## src/verilog/pmpp_consts.vh

```
// Constants of the program memory parallel port
// Summary of operation
// Three separate active-low chip selects share one address and data bus.
// Select zero is the boot flash: 16-bit bus, at most 120 ns access.
// Boot memory is a standard parallel NOR flash, single or multi-bank.
// Selects one and two serve optional peripherals with the same bus and limits.
// Full 256 Mb range needs the top address bit 23 routed out.
// Software programs wait states from the minimum up to 31.
// Read phase lasts the programmed read count of 6 ns wait steps; the code counts one mclk_i cycle of 50 ns per wait state instead.
// Select and address lead the write strobe by the setup wait count.
// Write strobe stays low for the pulse-width wait count.
// Write data is valid before the strobe rises and through the pulse.
// Select and data stay valid after the strobe rises for the hold count.
// Every phase runs at least one wait state, never zero.
// At most one select active; all strobes high when idle.
// Each chip select keeps its own wait-state settings.
`ifndef PMPP_CONSTS_VH
`define PMPP_CONSTS_VH
`define PMPP_NUM_CS 3
`define PMPP_DATA_W 16
`define PMPP_ADDR_W 24
`define PMPP_WAIT_W 5
`define PMPP_WAIT_MAX 5'h1F
`define PMPP_WAIT_MIN 5'h01
`define PMPP_WAIT_STEP_NS 6
`define PMPP_MARGIN_NS 5
`define PMPP_MAX_ACCESS_NS 120
`define PMPP_CLK_PERIOD_NS 50
`define PMPP_CS_BOOT 2'h0
`define PMPP_CS_AUX 2'h1
`define PMPP_CS_PERIPH 2'h2
`define PMPP_RST_WAIT 5'h1F
`endif

```

## src/verilog/pmpp_phase_timer.v

```verilog
// Wait-state phase counter
`timescale 1ns/100ps
`default_nettype none
`include "pmpp_consts.vh"
module pmpp_phase_timer
(
    input wire mclk_i,
    input wire sys_rst_i,
    input wire load_i,
    input wire [4:0] count_i,
    output wire done_o
);
    reg [4:0] cnt_q;
    wire [4:0] cnt_d;
    // Zero loads become one so no phase ever collapses
    assign cnt_d = (count_i < `PMPP_WAIT_MIN) ? `PMPP_WAIT_MIN : count_i;
    always @(posedge mclk_i)
    begin
        if (sys_rst_i)
            cnt_q <= 5'h00;
        else if (load_i)
            cnt_q <= cnt_d;
        else if (cnt_q != 5'h00)
            cnt_q <= cnt_q - 5'h01;
    end
    // Must not look at load, which the sequencer derives from done
    assign done_o = (cnt_q == 5'h01);
endmodule // pmpp_phase_timer
`default_nettype wire

```

## src/verilog/pmpp_port.v

```verilog
// Program memory parallel port sequencer
`timescale 1ns/100ps
`default_nettype none
`include "pmpp_consts.vh"
module pmpp_port
(
    input wire mclk_i,
    input wire sys_rst_i,
    input wire req_i,
    input wire write_i,
    input wire [1:0] cs_sel_i,
    input wire [23:0] addr_i,
    input wire [15:0] wdata_i,
    input wire top_addr_en_i,
    input wire [4:0] rd_wait_boot_i,
    input wire [4:0] rd_wait_aux_i,
    input wire [4:0] rd_wait_periph_i,
    input wire [4:0] wr_setup_wait_boot_i,
    input wire [4:0] wr_setup_wait_aux_i,
    input wire [4:0] wr_setup_wait_periph_i,
    input wire [4:0] wr_pulse_wait_boot_i,
    input wire [4:0] wr_pulse_wait_aux_i,
    input wire [4:0] wr_pulse_wait_periph_i,
    input wire [4:0] wr_hold_wait_boot_i,
    input wire [4:0] wr_hold_wait_aux_i,
    input wire [4:0] wr_hold_wait_periph_i,
    input wire [15:0] mem_data_i,
    output reg [15:0] mem_data_o,
    output reg mem_data_oe_o,
    output reg [22:0] mem_addr_o,
    output reg mem_addr_bit_top_o,
    output reg boot_mem_select_n_o,
    output reg aux_mem_select_n_o,
    output reg periph_mem_select_n_o,
    output reg mem_read_enable_n_o,
    output reg mem_write_strobe_n_o,
    output reg busy_o,
    output reg done_o,
    output reg [15:0] rdata_o,
    output reg sel_err_o
);
    localparam [4:0] ST_IDLE = 5'h01;
    localparam [4:0] ST_READ = 5'h02;
    localparam [4:0] ST_WSETUP = 5'h04;
    localparam [4:0] ST_WPULSE = 5'h08;
    localparam [4:0] ST_WHOLD = 5'h10;

    reg [4:0] state_q;
    reg [4:0] state_d;
    reg [1:0] cs_q;
    reg load;
    reg [4:0] load_cnt;
    wire phase_done;

    // Per-select timing lookup
    function [4:0] pmpp_pick;
        input [1:0] sel;
        input [4:0] w0;
        input [4:0] w1;
        input [4:0] w2;
        begin
            case (sel)
                `PMPP_CS_BOOT: pmpp_pick = w0;
                `PMPP_CS_AUX: pmpp_pick = w1;
                default: pmpp_pick = w2;
            endcase
        end
    endfunction

    wire sel_ok = (cs_sel_i != 2'h3);
    wire start = req_i && sel_ok && (state_q == ST_IDLE);

    pmpp_phase_timer u_timer
    (
        .mclk_i(mclk_i),
        .sys_rst_i(sys_rst_i),
        .load_i(load),
        .count_i(load_cnt),
        .done_o(phase_done)
    );

    always @*
    begin
        state_d = state_q;
        load = 1'b0;
        load_cnt = 5'h00;
        case (state_q)
            ST_IDLE:
            begin
                if (start)
                begin
                    load = 1'b1;
                    if (write_i)
                    begin
                        state_d = ST_WSETUP;
                        load_cnt = pmpp_pick(cs_sel_i, wr_setup_wait_boot_i, wr_setup_wait_aux_i,
                            wr_setup_wait_periph_i);
                    end
                    else
                    begin
                        state_d = ST_READ;
                        load_cnt = pmpp_pick(cs_sel_i, rd_wait_boot_i, rd_wait_aux_i, rd_wait_periph_i);
                    end
                end
            end
            ST_READ:
            begin
                if (phase_done)
                    state_d = ST_IDLE;
            end
            ST_WSETUP:
            begin
                if (phase_done)
                begin
                    state_d = ST_WPULSE;
                    load = 1'b1;
                    load_cnt = pmpp_pick(cs_q, wr_pulse_wait_boot_i, wr_pulse_wait_aux_i,
                        wr_pulse_wait_periph_i);
                end
            end
            ST_WPULSE:
            begin
                if (phase_done)
                begin
                    state_d = ST_WHOLD;
                    load = 1'b1;
                    load_cnt = pmpp_pick(cs_q, wr_hold_wait_boot_i, wr_hold_wait_aux_i,
                        wr_hold_wait_periph_i);
                end
            end
            ST_WHOLD:
            begin
                if (phase_done)
                    state_d = ST_IDLE;
            end
            default:
                state_d = ST_IDLE;
        endcase
    end

    wire active_d = (state_d != ST_IDLE);

    always @(posedge mclk_i)
    begin
        if (sys_rst_i)
        begin
            state_q <= ST_IDLE;
            cs_q <= `PMPP_CS_BOOT;
            mem_data_o <= 16'h0000;
            mem_data_oe_o <= 1'b0;
            mem_addr_o <= 23'h000000;
            mem_addr_bit_top_o <= 1'b0;
            boot_mem_select_n_o <= 1'b1;
            aux_mem_select_n_o <= 1'b1;
            periph_mem_select_n_o <= 1'b1;
            mem_read_enable_n_o <= 1'b1;
            mem_write_strobe_n_o <= 1'b1;
            busy_o <= 1'b0;
            done_o <= 1'b0;
            rdata_o <= 16'h0000;
            sel_err_o <= 1'b0;
        end
        else
        begin
            state_q <= state_d;
            done_o <= 1'b0;
            sel_err_o <= req_i && !sel_ok && (state_q == ST_IDLE);
            if (start)
            begin
                cs_q <= cs_sel_i;
                mem_addr_o <= addr_i[22:0];
                mem_addr_bit_top_o <= top_addr_en_i & addr_i[23];
                mem_data_o <= wdata_i;
            end
            // Only one select follows the latched choice
            boot_mem_select_n_o <= !(active_d && ((start ? cs_sel_i : cs_q) == `PMPP_CS_BOOT));
            aux_mem_select_n_o <= !(active_d && ((start ? cs_sel_i : cs_q) == `PMPP_CS_AUX));
            periph_mem_select_n_o <= !(active_d && ((start ? cs_sel_i : cs_q) == `PMPP_CS_PERIPH));
            mem_read_enable_n_o <= !(state_d == ST_READ);
            mem_write_strobe_n_o <= !(state_d == ST_WPULSE);
            // Data driven from setup through hold covers both edges of the strobe
            mem_data_oe_o <= (state_d == ST_WSETUP) || (state_d == ST_WPULSE) || (state_d == ST_WHOLD);
            busy_o <= active_d;
            if ((state_q == ST_READ) && phase_done)
            begin
                rdata_o <= mem_data_i;
                done_o <= 1'b1;
            end
            if ((state_q == ST_WHOLD) && phase_done)
                done_o <= 1'b1;
        end
    end
endmodule // pmpp_port
`default_nettype wire

```

## config.mk

```make
export PLATFORM = sky130hd
export DESIGN_NAME = pmpp_port
export DESIGN_NICKNAME = d
export VERILOG_FILES = /design/src/verilog/pmpp_phase_timer.v /design/src/verilog/pmpp_port.v
export VERILOG_INCLUDE_DIRS = /design/src /design/src/verilog
export SDC_FILE = /design/constraint.sdc
export NUM_CORES = 1
export LEC_CHECK = 0
export ABC_CLOCK_PERIOD_IN_PS = 2590
export BUFFER_PORTS_ARGS = -buffer_cell sky130_fd_sc_hd__clkbuf_2
export CAP_MARGIN = 25
export CORE_MARGIN = 2
export CORE_UTILIZATION = 45
export DETAILED_ROUTE_END_ITERATION = 8
export PLACE_DENSITY = 0.83
export SKIP_LAST_GASP = 1
export SYNTH_ARGS = -nofsm -noshare
export SYNTH_HDL_FRONTEND = slang
export SYNTH_SLANG_ARGS = --single-unit
```

## constraint.sdc

```tcl
create_clock -name mclk_i -period 2.59 [get_ports mclk_i]
set_input_delay 0.777 -clock mclk_i [delete_from_list [all_inputs] [get_ports mclk_i]]
set_output_delay 0.777 -clock mclk_i [all_outputs]
set_load 0.05 [all_outputs]
```

==> After elaboration in Yosys (flattened, before gate mapping) <==
Cells that the tools add are included.
Widths: inputs -> output; s select.
{ "op_classes": {"n_reduce_logical": 24, "bitwise": 1, "add_sub_neg": 1, "eq_ne": 16, "magnitude_cmp": 1, "n_mux": 24} }
{ "op_table": {"columns": ["cell", "n"], "rows": [
  ["$mux 5", 11],
  ["$pmux 5 s2", 4],
  ["$pmux 5 s4", 1],
  ["$pmux 5 s3", 1],
  ["$eq 5x1->1 const B", 2],
  ["$eq 5x2->1 const B", 2],
  ["$eq 5x3->1 const B", 2],
  ["$eq 5x4->1 const B", 2],
  ["$eq 5x5->1 const B", 2],
  ["$logic_and 1x1->1", 9],
  ["$eq 2x1->1 const B", 3],
  ["$logic_not 1->1", 6],
  ["$logic_not 2->1", 3],
  ["$lt 5x1->1 const B", 1],
  ["$ne 5x1->1 const B", 1],
  ["$reduce_bool 5->1", 1],
  ["$sub 5x1->5 const B", 1],
  ["$mux 1", 4],
  ["$reduce_or 2->1", 2],
  ["$mux 3", 1],
  ["$eq 2x2->1 const B", 1],
  ["$logic_or 1x1->1", 2],
  ["$mux 2", 1],
  ["$ne 2x2->1 const B", 1],
  ["3 further kinds", 3]
]} }
{ "word_totals": {"output_inout_bits": 65, "wordCells": 83, "ff_bits": 77, "in_bits": 123} }

==> Logic depth before layout (Yosys ltp) <==
Gate-level depths: netlist (run 1).
{ "depth": {"depth_word": 8, "ltp_mapped": 8} }

==> Hierarchy <==
Synthesis (run 1) repeated with hierarchy kept, for this count alone.
{ "hier_totals": {"hier_cells": 411, "hier_area_um2": 3477.1} }
{ "modules_own_cells": {"columns": ["module", "n_inst", "cells_each", "seq_area_each_um2", "area_per_inst_um2"], "rows": [
  ["pmpp_port", 1, 373, 1441.4, 3144.3],
  ["pmpp_phase_timer", 1, 38, 100.1, 332.8]
]} }

==> Worst setup path before layout (run 1) <==
Ideal clock, no wire load.
{ "synth_path": {"kind": "in2reg", "from": "input port write_i", "to": "register u_timer.cnt_q[0]", "slack_ps": 372, "arrival_ps": 2131, "setup_time_ps": 86, "required_ps": 2504, "path_stages": 7, "n_path_buf": 1, "cell_sequence": "buf_6 mux4_2 nor2_1 a211oi_1 a221oi_1 nand4_1 a221oi_2"} }
{ "synth_via": {"elab_chain_len": 6} }
{ "synth_rtl": {"columns": ["item", "line", "rtl"], "rows": [
  ["start, declared", "pmpp_port.v:10", "input wire write_i,"],
  ["$mux 5 (*)", "pmpp_port.v:93", "if (write_i)"],
  ["$mux 5 (*)", "pmpp_port.v:90", "if (start)"],
  ["$pmux 5 s3 (*)", "pmpp_port.v:87", "case (state_q)"],
  ["$lt 5x1->1 (no line)", null, null],
  ["$mux 5 (*)", "pmpp_phase_timer.v:16", "assign cnt_d = (count_i < `PMPP_WAIT_MIN) ? `PMPP_WAIT_MIN : count_i;"],
  ["$mux 5 (*)", "pmpp_phase_timer.v:21", "else if (load_i)"],
  ["end signal, assigned", "pmpp_phase_timer.v:22", "cnt_q <= cnt_d;"],
  ["end signal, assigned", "pmpp_phase_timer.v:24", "cnt_q <= cnt_q - 5'h01;"],
  ["end, declared", "pmpp_phase_timer.v:13", "reg [4:0] cnt_q;"]
]} }
Every way passes the cells marked *; elsewhere a longest branch is shown, timed or not.
A chain may end at the register's enable or synchronous reset.

==> Worst setup path after layout (run 1) <==
{ "layout_path": {"from": "register cs_q[0]", "to": "register u_timer.cnt_q[0]"} }
{ "layout_via": {"elab_chain_len": 7, "elab_cells_between_ends": 10, "cone_classes": "1 x order compare; 1 x eq/ne; 7 x mux; 1 x reduce/logical"} }
{ "layout_rtl": {"columns": ["item", "line", "rtl"], "rows": [
  ["start, declared", "pmpp_port.v:50", "reg [1:0] cs_q;"],
  ["start signal, assigned", "pmpp_port.v:148", "cs_q <= `PMPP_CS_BOOT;"],
  ["start signal, assigned", "pmpp_port.v:170", "cs_q <= cs_sel_i;"],
  ["$eq 2x1->1 / $logic_not 2->1 (equally long branches)", "pmpp_port.v:62", "case (sel)"],
  ["$pmux 5 s2", "pmpp_port.v:62", null],
  ["$mux 5, on equally long branches", "pmpp_port.v:123, pmpp_port.v:113", null],
  ["$pmux 5 s3 (*)", "pmpp_port.v:87", null],
  ["$lt 5x1->1 (no line)", null, null],
  ["$mux 5 (*)", "pmpp_phase_timer.v:16", null],
  ["$mux 5 (*)", "pmpp_phase_timer.v:21", null]
]} }
Marks and branches as above.

==> impl_metrics.toml, run 1 <==
[clock_tree]
clkTransAtPathRegs_ns = 0.07
ctsHoldBuffers = 0
cts_sinks = 77
cts_resized = 0
clockBufferDepth = 2
cts_tree = "done"
postCtsSetupRepairBufs = 0
numCtsBuffers = 9
clk-insertion-delay-late_ns = 0.34
cts_max_level = 3
root_buffer = "clkbuf_8"

[sta]
fmax_mhz = 450
slew_headroom_pct = 62.0
hold_viol_final = 0
tightest_slew_ns = 0.569
finalSetupViolCount = 0
skew_ns = 0.00921
rsz0062_at_grt = "no"
period_share_pct = 85.8
slew_viol_final = 0
period_minus_slack_ns = 2.22
fin_ws_ns = 0.369
setup-tns-final_ns = 0

[routing]
final_antenna_net_count = 0
post_drt_via_cell_ratio = 5.05
drt_iter0_markers = 109
wl_per_cell_um = 13.1
drt_first_pass_iters = 4
num_vias = 3423
drc = 0
routed_wl_mm = 8.89

[worst_hold_path]
hp-start = "mem_addr_o[12]$_SDFFE_PP0N_"
holdPathStages = 2
whs_endpoint = "mem_addr_o[12]$_SDFFE_PP0N_"
hold_path_class = "reg2reg"

[cells_and_area]
drive_above_1_share_pct = 40.3
antenna_cells = 0
layout.nets = 698
nFillCells = 683
areaGrowthSynthToFinish_pct = 34.0

[critical_path]
r2r_slack_ns = 0.37
path_max_fanout = 14
crit_start = "cs_q[0]$_SDFF_PP0_"
slowest_delay_ns = 0.67
path_cells = "mux2_2 > mux2_2 > a221oi_1 > nand4_1 > a221oi_2"
path_common_cell = "mux2_2"
reg2reg_depth = 5
path_class = "reg2reg"
required_ns = 2.84
reg2reg_to = "u_timer.cnt_q[0]$_SDFFE_PP0P_"
cp.arrival_ns = 2.47
critPathCaptureType = "register"
crit_slowest_cell = "dfxtp_1"
r2r-start = "cs_q[0]$_SDFF_PP0_"
cp-start-kind = "register"

[place]
dp_slack_ns = 0.0789
place_hpwl_mm = 6.91
portBuffers = 187
place.gp.congestion = 0.949

[floorplan]
start_util_pct = 45.7
fp.dieW_um = 91.9
io_pins = 188
fp-row-count = 32
die_area_um2 = 8450
core_area_um2 = 7610
die_y_um = 91.9

[synthesis]
synthCells = 396
ys.flop_type = "dfxtp_1"
syn-num-nets = 522
synth_area_per_cell_um2 = 8.78
synth_edf_count = 0
synthDistinctLibCells = 47
ys_ff_latch = 77
yosysSeqAreaShare_pct = 44.3
async_flop_share_pct = 0
synthesis.area_um2 = 3480
synth-warning-count = 0

[power]
p_seq_share_pct = 43.1
p_switching_mw = 0.973
intPower_mw = 2.14
pwr-share-clk_pct = 31.3
p_per_area_nw_per_um2 = 668
p_leak_nw = 2.24
sw_frac_of_total_pct = 31.3
combPwrFrac_pct = 25.5
peakVddDrop_uv = 439
total_power_mw = 3.11

[global_routing]
grt_pass1_vias = 3354
grt_max_degree = 55
antenna_found_initial = 0
grt_pass1_wl_mm = 14.5
grt_use_total_pct = 21.2
grt.overflow.total = 0

[run_status]
outcome = "complete, no violations"

[run]
cap_violations = 0
-- layout by cell type, fill, tap and decap left out, drive strengths merged --
master and instances:
clkbuf 198, nand2 94, dfxtp 77, a21oi 48, nor2 35, mux2i 25, mux2 14, nor3 11
nor2b 6, buf 6, o21ai 5, mux4 5, inv 4, a31oi 4, a211oi 4, a221oi 4
or3 3, ha 3, nor4 3, xor2 2, o211ai 2, a32oi 2, nand3 2, o221ai 2
o22ai 2, xnor2 2, bufinv 2, nand4 2, nand4b 1, and3b 1, nor3b 1, or4 1
nand3b 1, o21a 1, a311oi 1, clkinvlp 1, clkinv 1
-- synth_stat cells (all sizes together), types with 3 or more instances --
master,count,area [um^2]
mux2i,25,250
nor3,11,65.1
or3,3,18.8
inv,4,15.0
buf,13,92.6
o21ai,5,25.0
nor4,3,25.0
mux2,14,158
clkbuf,15,60.1
dfxtp,77,1540
nor2b,6,37.5
mux4,5,116
a31oi,4,25.0
ha,3,37.5
nor2,35,134
a21oi,48,252
a221oi,4,41.3
a211oi,4,30.0
nand2,94,355
-- power by group through the flow --
stage / logic [mW] / clock network [mW] / registers [mW]
floorplan: 0.441 / 0 / 1.50
detailed placement: 0.796 / 0 / 1.37
finish: 0.795 / 0.975 / 1.34
CTS: 0.797 / 1.00 / 1.34
global route: 0.872 / 1.06 / 1.35
global placement: 0.780 / 0 / 1.36
-- worst max-delay path, delay by kind of cell (launching register included) --
kind / cells / cell delay, ns
AND/OR/NAND/NOR: 1 / 0.16
multiplexers: 2 / 0.67
flip-flops: 1 / 0.67
AO/OA/AOI/OAI: 2 / 0.63
-- metrics by stage --
| step | hold slack, ns | utilization, % | area [um^2] | std cells |
|---|---|---|---|---|
| after global placement | 0.441 | 58.4 | 4450 | 663 |
| after detailed placement | 0.446 | 58.4 | 4450 | 663 |
| final | 0.455 | 61.3 | 4660 | 678 |
| after global routing | 0.476 | 61.3 | 4660 | 678 |
| after floorplan | 0.478 | - | 3480 | 396 |
| after CTS | 0.456 | 61.3 | 4660 | 678 |
-- cell type report --
cell class,instances,area [um^2],share of cell area (%)
flip-flops and latches,77,1540,33.1
clock buffers,11,141,3.03
well taps,102,128,2.74
repair buffers,193,993,21.3
clock inverters,4,72.6,1.56
multi-input cells,287,1770,37.9
inverters,4,15.0,0.322
-- routing by layer --
metal / up-vias / GRT usage, % / routed length, um
met5: - / 0 / 0
met4: 0 / 9.20 / 270
met3: 24 / 7.07 / 619
met2: 122 / 37.3 / 4400
met1: 1562 / 23.3 / 3600
li1: 1715 / - / -
-- sequential cells by signal, summed over array words and instances (netlist names) --
| register | count |
|---|---|
| aux_mem_select_n_o | 1 |
| boot_mem_select_n_o | 1 |
| busy_o | 1 |
| cs_q | 2 |
| done_o | 1 |
| mem_addr_bit_top_o | 1 |
| mem_addr_o | 23 |
| mem_data_o | 16 |
| mem_data_oe_o | 1 |
| mem_read_enable_n_o | 1 |
| mem_write_strobe_n_o | 1 |
| periph_mem_select_n_o | 1 |
| rdata_o | 16 |
| sel_err_o | 1 |
| state_q | 5 |
| u_timer.cnt_q | 5 |
-- how the worst max path moves through the flow --
| stage | depth (start not counted) | to | slack [ns] |
|---|---|---|---|
| 2_1_floorplan | 7 | u_timer.cnt_q[0]$_SDFFE_PP0P_ | 0.37 |
| 3_3_place_gp | 7 | u_timer.cnt_q[0]$_SDFFE_PP0P_ | 0.21 |
| 3_5_place_dp | 7 | u_timer.cnt_q[0]$_SDFFE_PP0P_ | 0.08 |
| 4_1_cts | 5 | u_timer.cnt_q[0]$_SDFFE_PP0P_ | 0.36 |
| 5_1_grt | 5 | u_timer.cnt_q[0]$_SDFFE_PP0P_ | 0.16 |
| 6_report | 5 | u_timer.cnt_q[0]$_SDFFE_PP0P_ | 0.37 |
-- logic make-up after synthesis --
group	after synthesis	synth area share [%]
flip-flops	77	44.3
multiplexers	44	15.1
buffers and inverters	32	4.82
AND/OR/NAND/NOR	161	20.7
adder cells (fa/ha/maj)	3	1.08
XOR/XNOR	4	1.01
AO/OA/AOI/OAI	75	13.0
Note: power is estimated with default switching activity, not from simulation.
==> run 2, diff against run 1 <==
Settings changed: PLACE_DENSITY 0.83 to 0.91.
==> impl_metrics.toml, run 2 (synthesis results as in run 1) <==
[cells_and_area]
layout.nets = 700
largest_register_ffs = 23
drive_above_1_share_pct = 40.6
regMostFlops = "mem_addr_o"
nFillCells = 647
antenna_cells = 0
reg_top3 = "mem_addr_o: 23 flops, mem_data_o: 16 flops, rdata_o: 16 flops"
final_cell_mix = "clkbuf_2 (187), nand2_1 (93), dfxtp_1 (77), a21oi_1 (47), nor2_1 (34)"
areaGrowthSynthToFinish_pct = 35.2
layout_commonest_cell = "clkbuf_2"

[clock_tree]
clockBufferDepth = 2
cts_tree = "done"
clk-insertion-delay-late_ns = 0.34
cts_sinks = 77
clkTransAtPathRegs_ns = 0.08
root_buffer = "clkbuf_8"
postCtsSetupRepairBufs = 0
numCtsBuffers = 9
cts_resized = 0
cts_max_level = 3
ctsHoldBuffers = 0

[routing]
routed_wl_mm = 9.20
wl_per_cell_um = 13.5
drt_iter0_markers = 134
wl_met1_mm = 3.49
dr_wl_met2_mm = 4.83
drt_first_pass_iters = 5
post_drt_via_cell_ratio = 5.08
drc = 0
wl_met3_um = 691
top_layer = "met4"
final_antenna_net_count = 0
num_vias = 3462

[power]
sw_frac_of_total_pct = 31.0
p_switching_mw = 0.998
combPwrFrac_pct = 25.0
p_leak_nw = 2.26
p_per_area_nw_per_um2 = 685
pwr-share-clk_pct = 33.3
p_seq_share_pct = 41.7
intPower_mw = 2.22
total_power_mw = 3.22
peakVddDrop_uv = 435

[global_routing]
antenna_found_initial = 0
grt_pass1_wl_mm = 15.1
grt_pass1_vias = 3516
grt_max_degree = 41
grt_use_total_pct = 21.9
grt.overflow.total = 0

[critical_path]
path_max_fanout = 6
crit_start = "write_i"
r2r_slack_ns = 0.57
r2r-start = "cs_q[1]$_SDFF_PP0_"
required_ns = 2.85
critPathCaptureType = "register"
cp-start-kind = "primary input"
cp.arrival_ns = 2.42
path_class = "in2reg"

[worst_hold_path]
hold_path_class = "reg2reg"
hp-start = "mem_addr_bit_top_o$_SDFFE_PP0N_"

[sta]
period_share_pct = 83.5
setup-tns-final_ns = 0
rsz0062_at_grt = "no"
finalSetupViolCount = 0
fin_ws_ns = 0.428
slew_headroom_pct = 60.5
fmax_mhz = 462
tightest_slew_ns = 0.592
hold_viol_final = 0
period_minus_slack_ns = 2.16
fin_hold_ws_ns = 0.455
slew_viol_final = 0
skew_ns = 0.00997

[floorplan]
fp.dieW_um = 91.9
core_area_um2 = 7610
die_area_um2 = 8450
fp-row-count = 32
start_util_pct = 45.7
io_pins = 188
die_y_um = 91.9

[place]
portBuffers = 187
place.gp.congestion = 0.882
dp_slack_ns = 0.115
place_hpwl_mm = 6.99

[run_status]
outcome = "complete, no violations"

[run]
cap_violations = 0
-- run 2: changes by cell type in the layout (fill, tap and decap cells not counted), sizes merged --
| cell | delta |
|---|---|
| buf | +2 |
| bufinv | +1 |
| clkbuf | -1 |
| clkinv | +1 |
-- run 2: power groups by stage --
stage                     Sequential (mW)  Clock, mW  Combinational [mW]
after global routing                 1.35       1.16               0.881
after detailed placement             1.37          0               0.800
after floorplan                      1.50          0               0.441
after CTS                            1.34       1.10               0.804
after global placement               1.36          0               0.780
final                                1.34       1.07               0.805
-- run 2: stage by stage --
step           std cells  area (um^2)  utilization, %
5_1_grt              681         4700            61.8
4_1_cts              681         4700            61.8
6_report             681         4700            61.8
3_3_place_gp         665         4460            58.6
3_5_place_dp         665         4460            58.6
2_1_floorplan        396         3480               -
-- run 2: final timing paths --
check                                    end  depth (start not counted)
min          mem_addr_bit_top_o$_SDFFE_PP0N_                          2
min reg2reg  mem_addr_bit_top_o$_SDFFE_PP0N_                          2
max reg2reg    u_timer.cnt_q[0]$_SDFFE_PP0P_                          4
max            u_timer.cnt_q[0]$_SDFFE_PP0P_                          7
-- run 2: worst max-delay path, cell delays in order --
cell	delay (ns)
clkbuf_2	0.19
mux4_2	0.52
nor2_1	0.11
a211oi_1	0.07
a221oi_1	0.33
nand4_1	0.17
a221oi_2	0.24
-- run 2: cell type report --
class | instances | area [um^2] | share of cell area [%]
clock buffers | 10 | 128 | 2.72
repair buffers | 195 | 1010 | 21.5
multi-input cells | 287 | 1770 | 37.6
flip-flops and latches | 77 | 1540 | 32.8
well taps | 102 | 128 | 2.72
inverters | 4 | 15.0 | 0.319
clock inverters | 6 | 111 | 2.37
-- run 2: metal layers --
layer | vias to the layer above | global-route usage [%]
li1 | 1729 | -
met2 | 156 | 40.4
met3 | 21 | 5.92
met5 | - | 0
met1 | 1556 | 23.0
met4 | 0 | 10.3
==> run 3, diff against run 2 <==
Settings changed: ABC_AREA set to 1, ABC_CLOCK_PERIOD_IN_PS 2590 to 2200.
Clock period 2.59 ns to 2.2 ns, I/O delays scaled along.
==> impl_metrics.toml, run 3 <==
[run_status]
outcome = "complete, no violations"

[clock_tree]
cts_sinks = 77
clockBufferDepth = 2
root_buffer = "clkbuf_8"
numCtsBuffers = 9
cts_tree = "done"
postCtsSetupRepairBufs = 0
ctsHoldBuffers = 0
cts_resized = 0
clkTransAtPathRegs_ns = 0.08
clk-insertion-delay-late_ns = 0.34
cts_max_level = 3

[synthesis]
synth.most_common_cell = "nor2_1"
synth_top_family_by_area = "simple AND/OR/NAND/NOR gates"
netlist.top_cell.by_area = "dfxtp_1"
synth_xor_area_share_pct = 0.973
synthMuxAreaShare_pct = 0
async_flop_share_pct = 0
synthesis.area_um2 = 3600
ys_ff_latch = 77
yosysSeqAreaShare_pct = 42.8
synth_edf_count = 0
synth_common_cells = "nor2_1 (131), nand2_1 (79), dfxtp_1 (77)"
syn-num-nets = 637
ys.flop_type = "dfxtp_1"
synthAdderAreaFrac_pct = 1.04
synthDistinctLibCells = 41
synth_top_area_share_pct = 42.8
synth_compound_area_share_pct = 10.3
synth-simple-area-share_pct = 36.6
yosys-top-cells-area = "dfxtp_1 (43%), nor2_1 (14%), nand2_1 (8.2%)"
synthCells = 511
synth_area_per_cell_um2 = 7.05
synth-warning-count = 0

[floorplan]
fp-row-count = 32
start_util_pct = 46.6
die_area_um2 = 8730
io_pins = 188
core_area_um2 = 7730
fp.dieW_um = 93.5
die_y_um = 93.5

[routing]
wl_per_cell_um = 12.6
drt_iter0_markers = 246
drc = 0
drt_first_pass_iters = 6
post_drt_via_cell_ratio = 4.94
routed_wl_mm = 10.1
num_vias = 3951
final_antenna_net_count = 0

[cells_and_area]
layout.nets = 819
layout_commonest_cell = "clkbuf_2"
nFillCells = 698
regMostFlops = "mem_addr_o"
areaGrowthSynthToFinish_pct = 32.9
drive_above_1_share_pct = 34.4
antenna_cells = 0
reg_top3 = "mem_addr_o: 23 flops, mem_data_o: 16 flops, rdata_o: 16 flops"
final_cell_mix = "clkbuf_2 (187), nor2_1 (131), nand2_1 (79), dfxtp_1 (77), o21ai_0 (57)"
largest_register_ffs = 23

[global_routing]
grt_busiest_layer = "met2"
grt_max_degree = 47
antenna_found_initial = 0
grtUsageMet3_pct = 6.53
grt_pass1_vias = 3774
globalRouteMet1Util_pct = 26.8
grt.overflow.total = 0
grt_pass1_wl_mm = 16.4
grt_use_total_pct = 23.4
grtUsageMet2_pct = 40.6

[power]
sw_frac_of_total_pct = 38.7
intPower_mw = 2.51
p_leak_nw = 2.57
combPwrFrac_pct = 34.0
total_power_mw = 4.09
p_per_area_nw_per_um2 = 855
p_seq_share_pct = 40.7
pwr-share-clk_pct = 25.4
p_switching_mw = 1.58
peakVddDrop_uv = 578

[sta]
finalSetupViolCount = 0
fmax_mhz = 577
period_share_pct = 78.7
slew_headroom_pct = 64.2
hold_viol_final = 0
setup-tns-final_ns = 0
tightest_slew_ns = 0.536
slew_viol_final = 0
rsz0062_at_grt = "no"
skew_ns = 0.00990
period_minus_slack_ns = 1.73

[place]
place_hpwl_mm = 7.83
portBuffers = 187
place.gp.congestion = 0.955

[worst_hold_path]
hold_path_class = "reg2reg"

[run]
cap_violations = 0

[critical_path]
path_max_fanout = 14
cp.arrival_ns = 2.00
cp-start-kind = "register"
path_class = "reg2reg"
critPathCaptureType = "register"
required_ns = 2.47
[run 3: power by group through the flow]
stage	sequential (mW)	clock [mW]	combinational [mW]
floorplan	2.02	0	0.694
global placement	1.68	0	1.35
detailed placement	1.69	0	1.39
CTS	1.66	1.06	1.40
global route	1.68	1.12	1.52
finish	1.66	1.04	1.39
[run 3: cell families after synthesis]
family / Yosys count
AOI/OAI and AO/OA: 70
xor gates and xnor gates: 4
adders and majority gates: 3
buffers and inverters: 69
DFF: 77
and+or+nand+nor: 288
[run 3: worst max-delay path, cell delays in order (launching register included)]
cell and delay [ns]:
dfxtp_1 0.66, inv_1 0.21, nand3_1 0.11, nand3_1 0.09, nand3_1 0.09, nand2_1 0.06
inv_1 0.07, nand2_1 0.06, nor2_1 0.10, nand2_1 0.07, a21oi_2 0.13
[run 3: layout make-up]
| type | count | area, um^2 | share of cell area (%) |
|---|---|---|---|
| multi-input combinational | 365 | 1760 | 36.8 |
| sequential | 77 | 1540 | 32.2 |
| timing repair buffer | 192 | 986 | 20.6 |
| inverter | 48 | 183 | 3.82 |
| clock buffer | 10 | 128 | 2.67 |
| tap | 102 | 128 | 2.67 |
| clock inverter | 5 | 61.3 | 1.28 |
[run 3: routing by layer]
metal  vias to the layer above  routed length, um
met2                       190               4990
met1                      1752               3880
li1                       1977                  -
met3                        32                909
met5                         -                  0
met4                         0                278
[run 3: worst paths after layout]
kind / from / end / slack [ns] / depth (start not counted)
max: cs_q[1]$_SDFF_PP0_ / u_timer.cnt_q[0]$_SDFFE_PP0P_ / 0.47 / 10
min: mem_addr_bit_top_o$_SDFFE_PP0N_ / mem_addr_bit_top_o$_SDFFE_PP0N_ / 0.49 / 2
max reg2reg: cs_q[1]$_SDFF_PP0_ / u_timer.cnt_q[0]$_SDFFE_PP0P_ / 0.47 / 10
min reg2reg: mem_addr_bit_top_o$_SDFFE_PP0N_ / mem_addr_bit_top_o$_SDFFE_PP0N_ / 0.49 / 2
[run 3: through the flow]
step	hold slack, ns	cells	cell area (um^2)	setup WS [ns]	utilization, %
floorplan	0.499	511	3600	0.547	-
global placement	0.462	784	4600	0.288	59.5
detailed placement	0.486	784	4600	0.238	59.5
CTS	0.497	799	4790	0.487	61.9
global route	0.510	799	4790	0.298	61.9
finish	0.491	799	4790	0.468	61.9
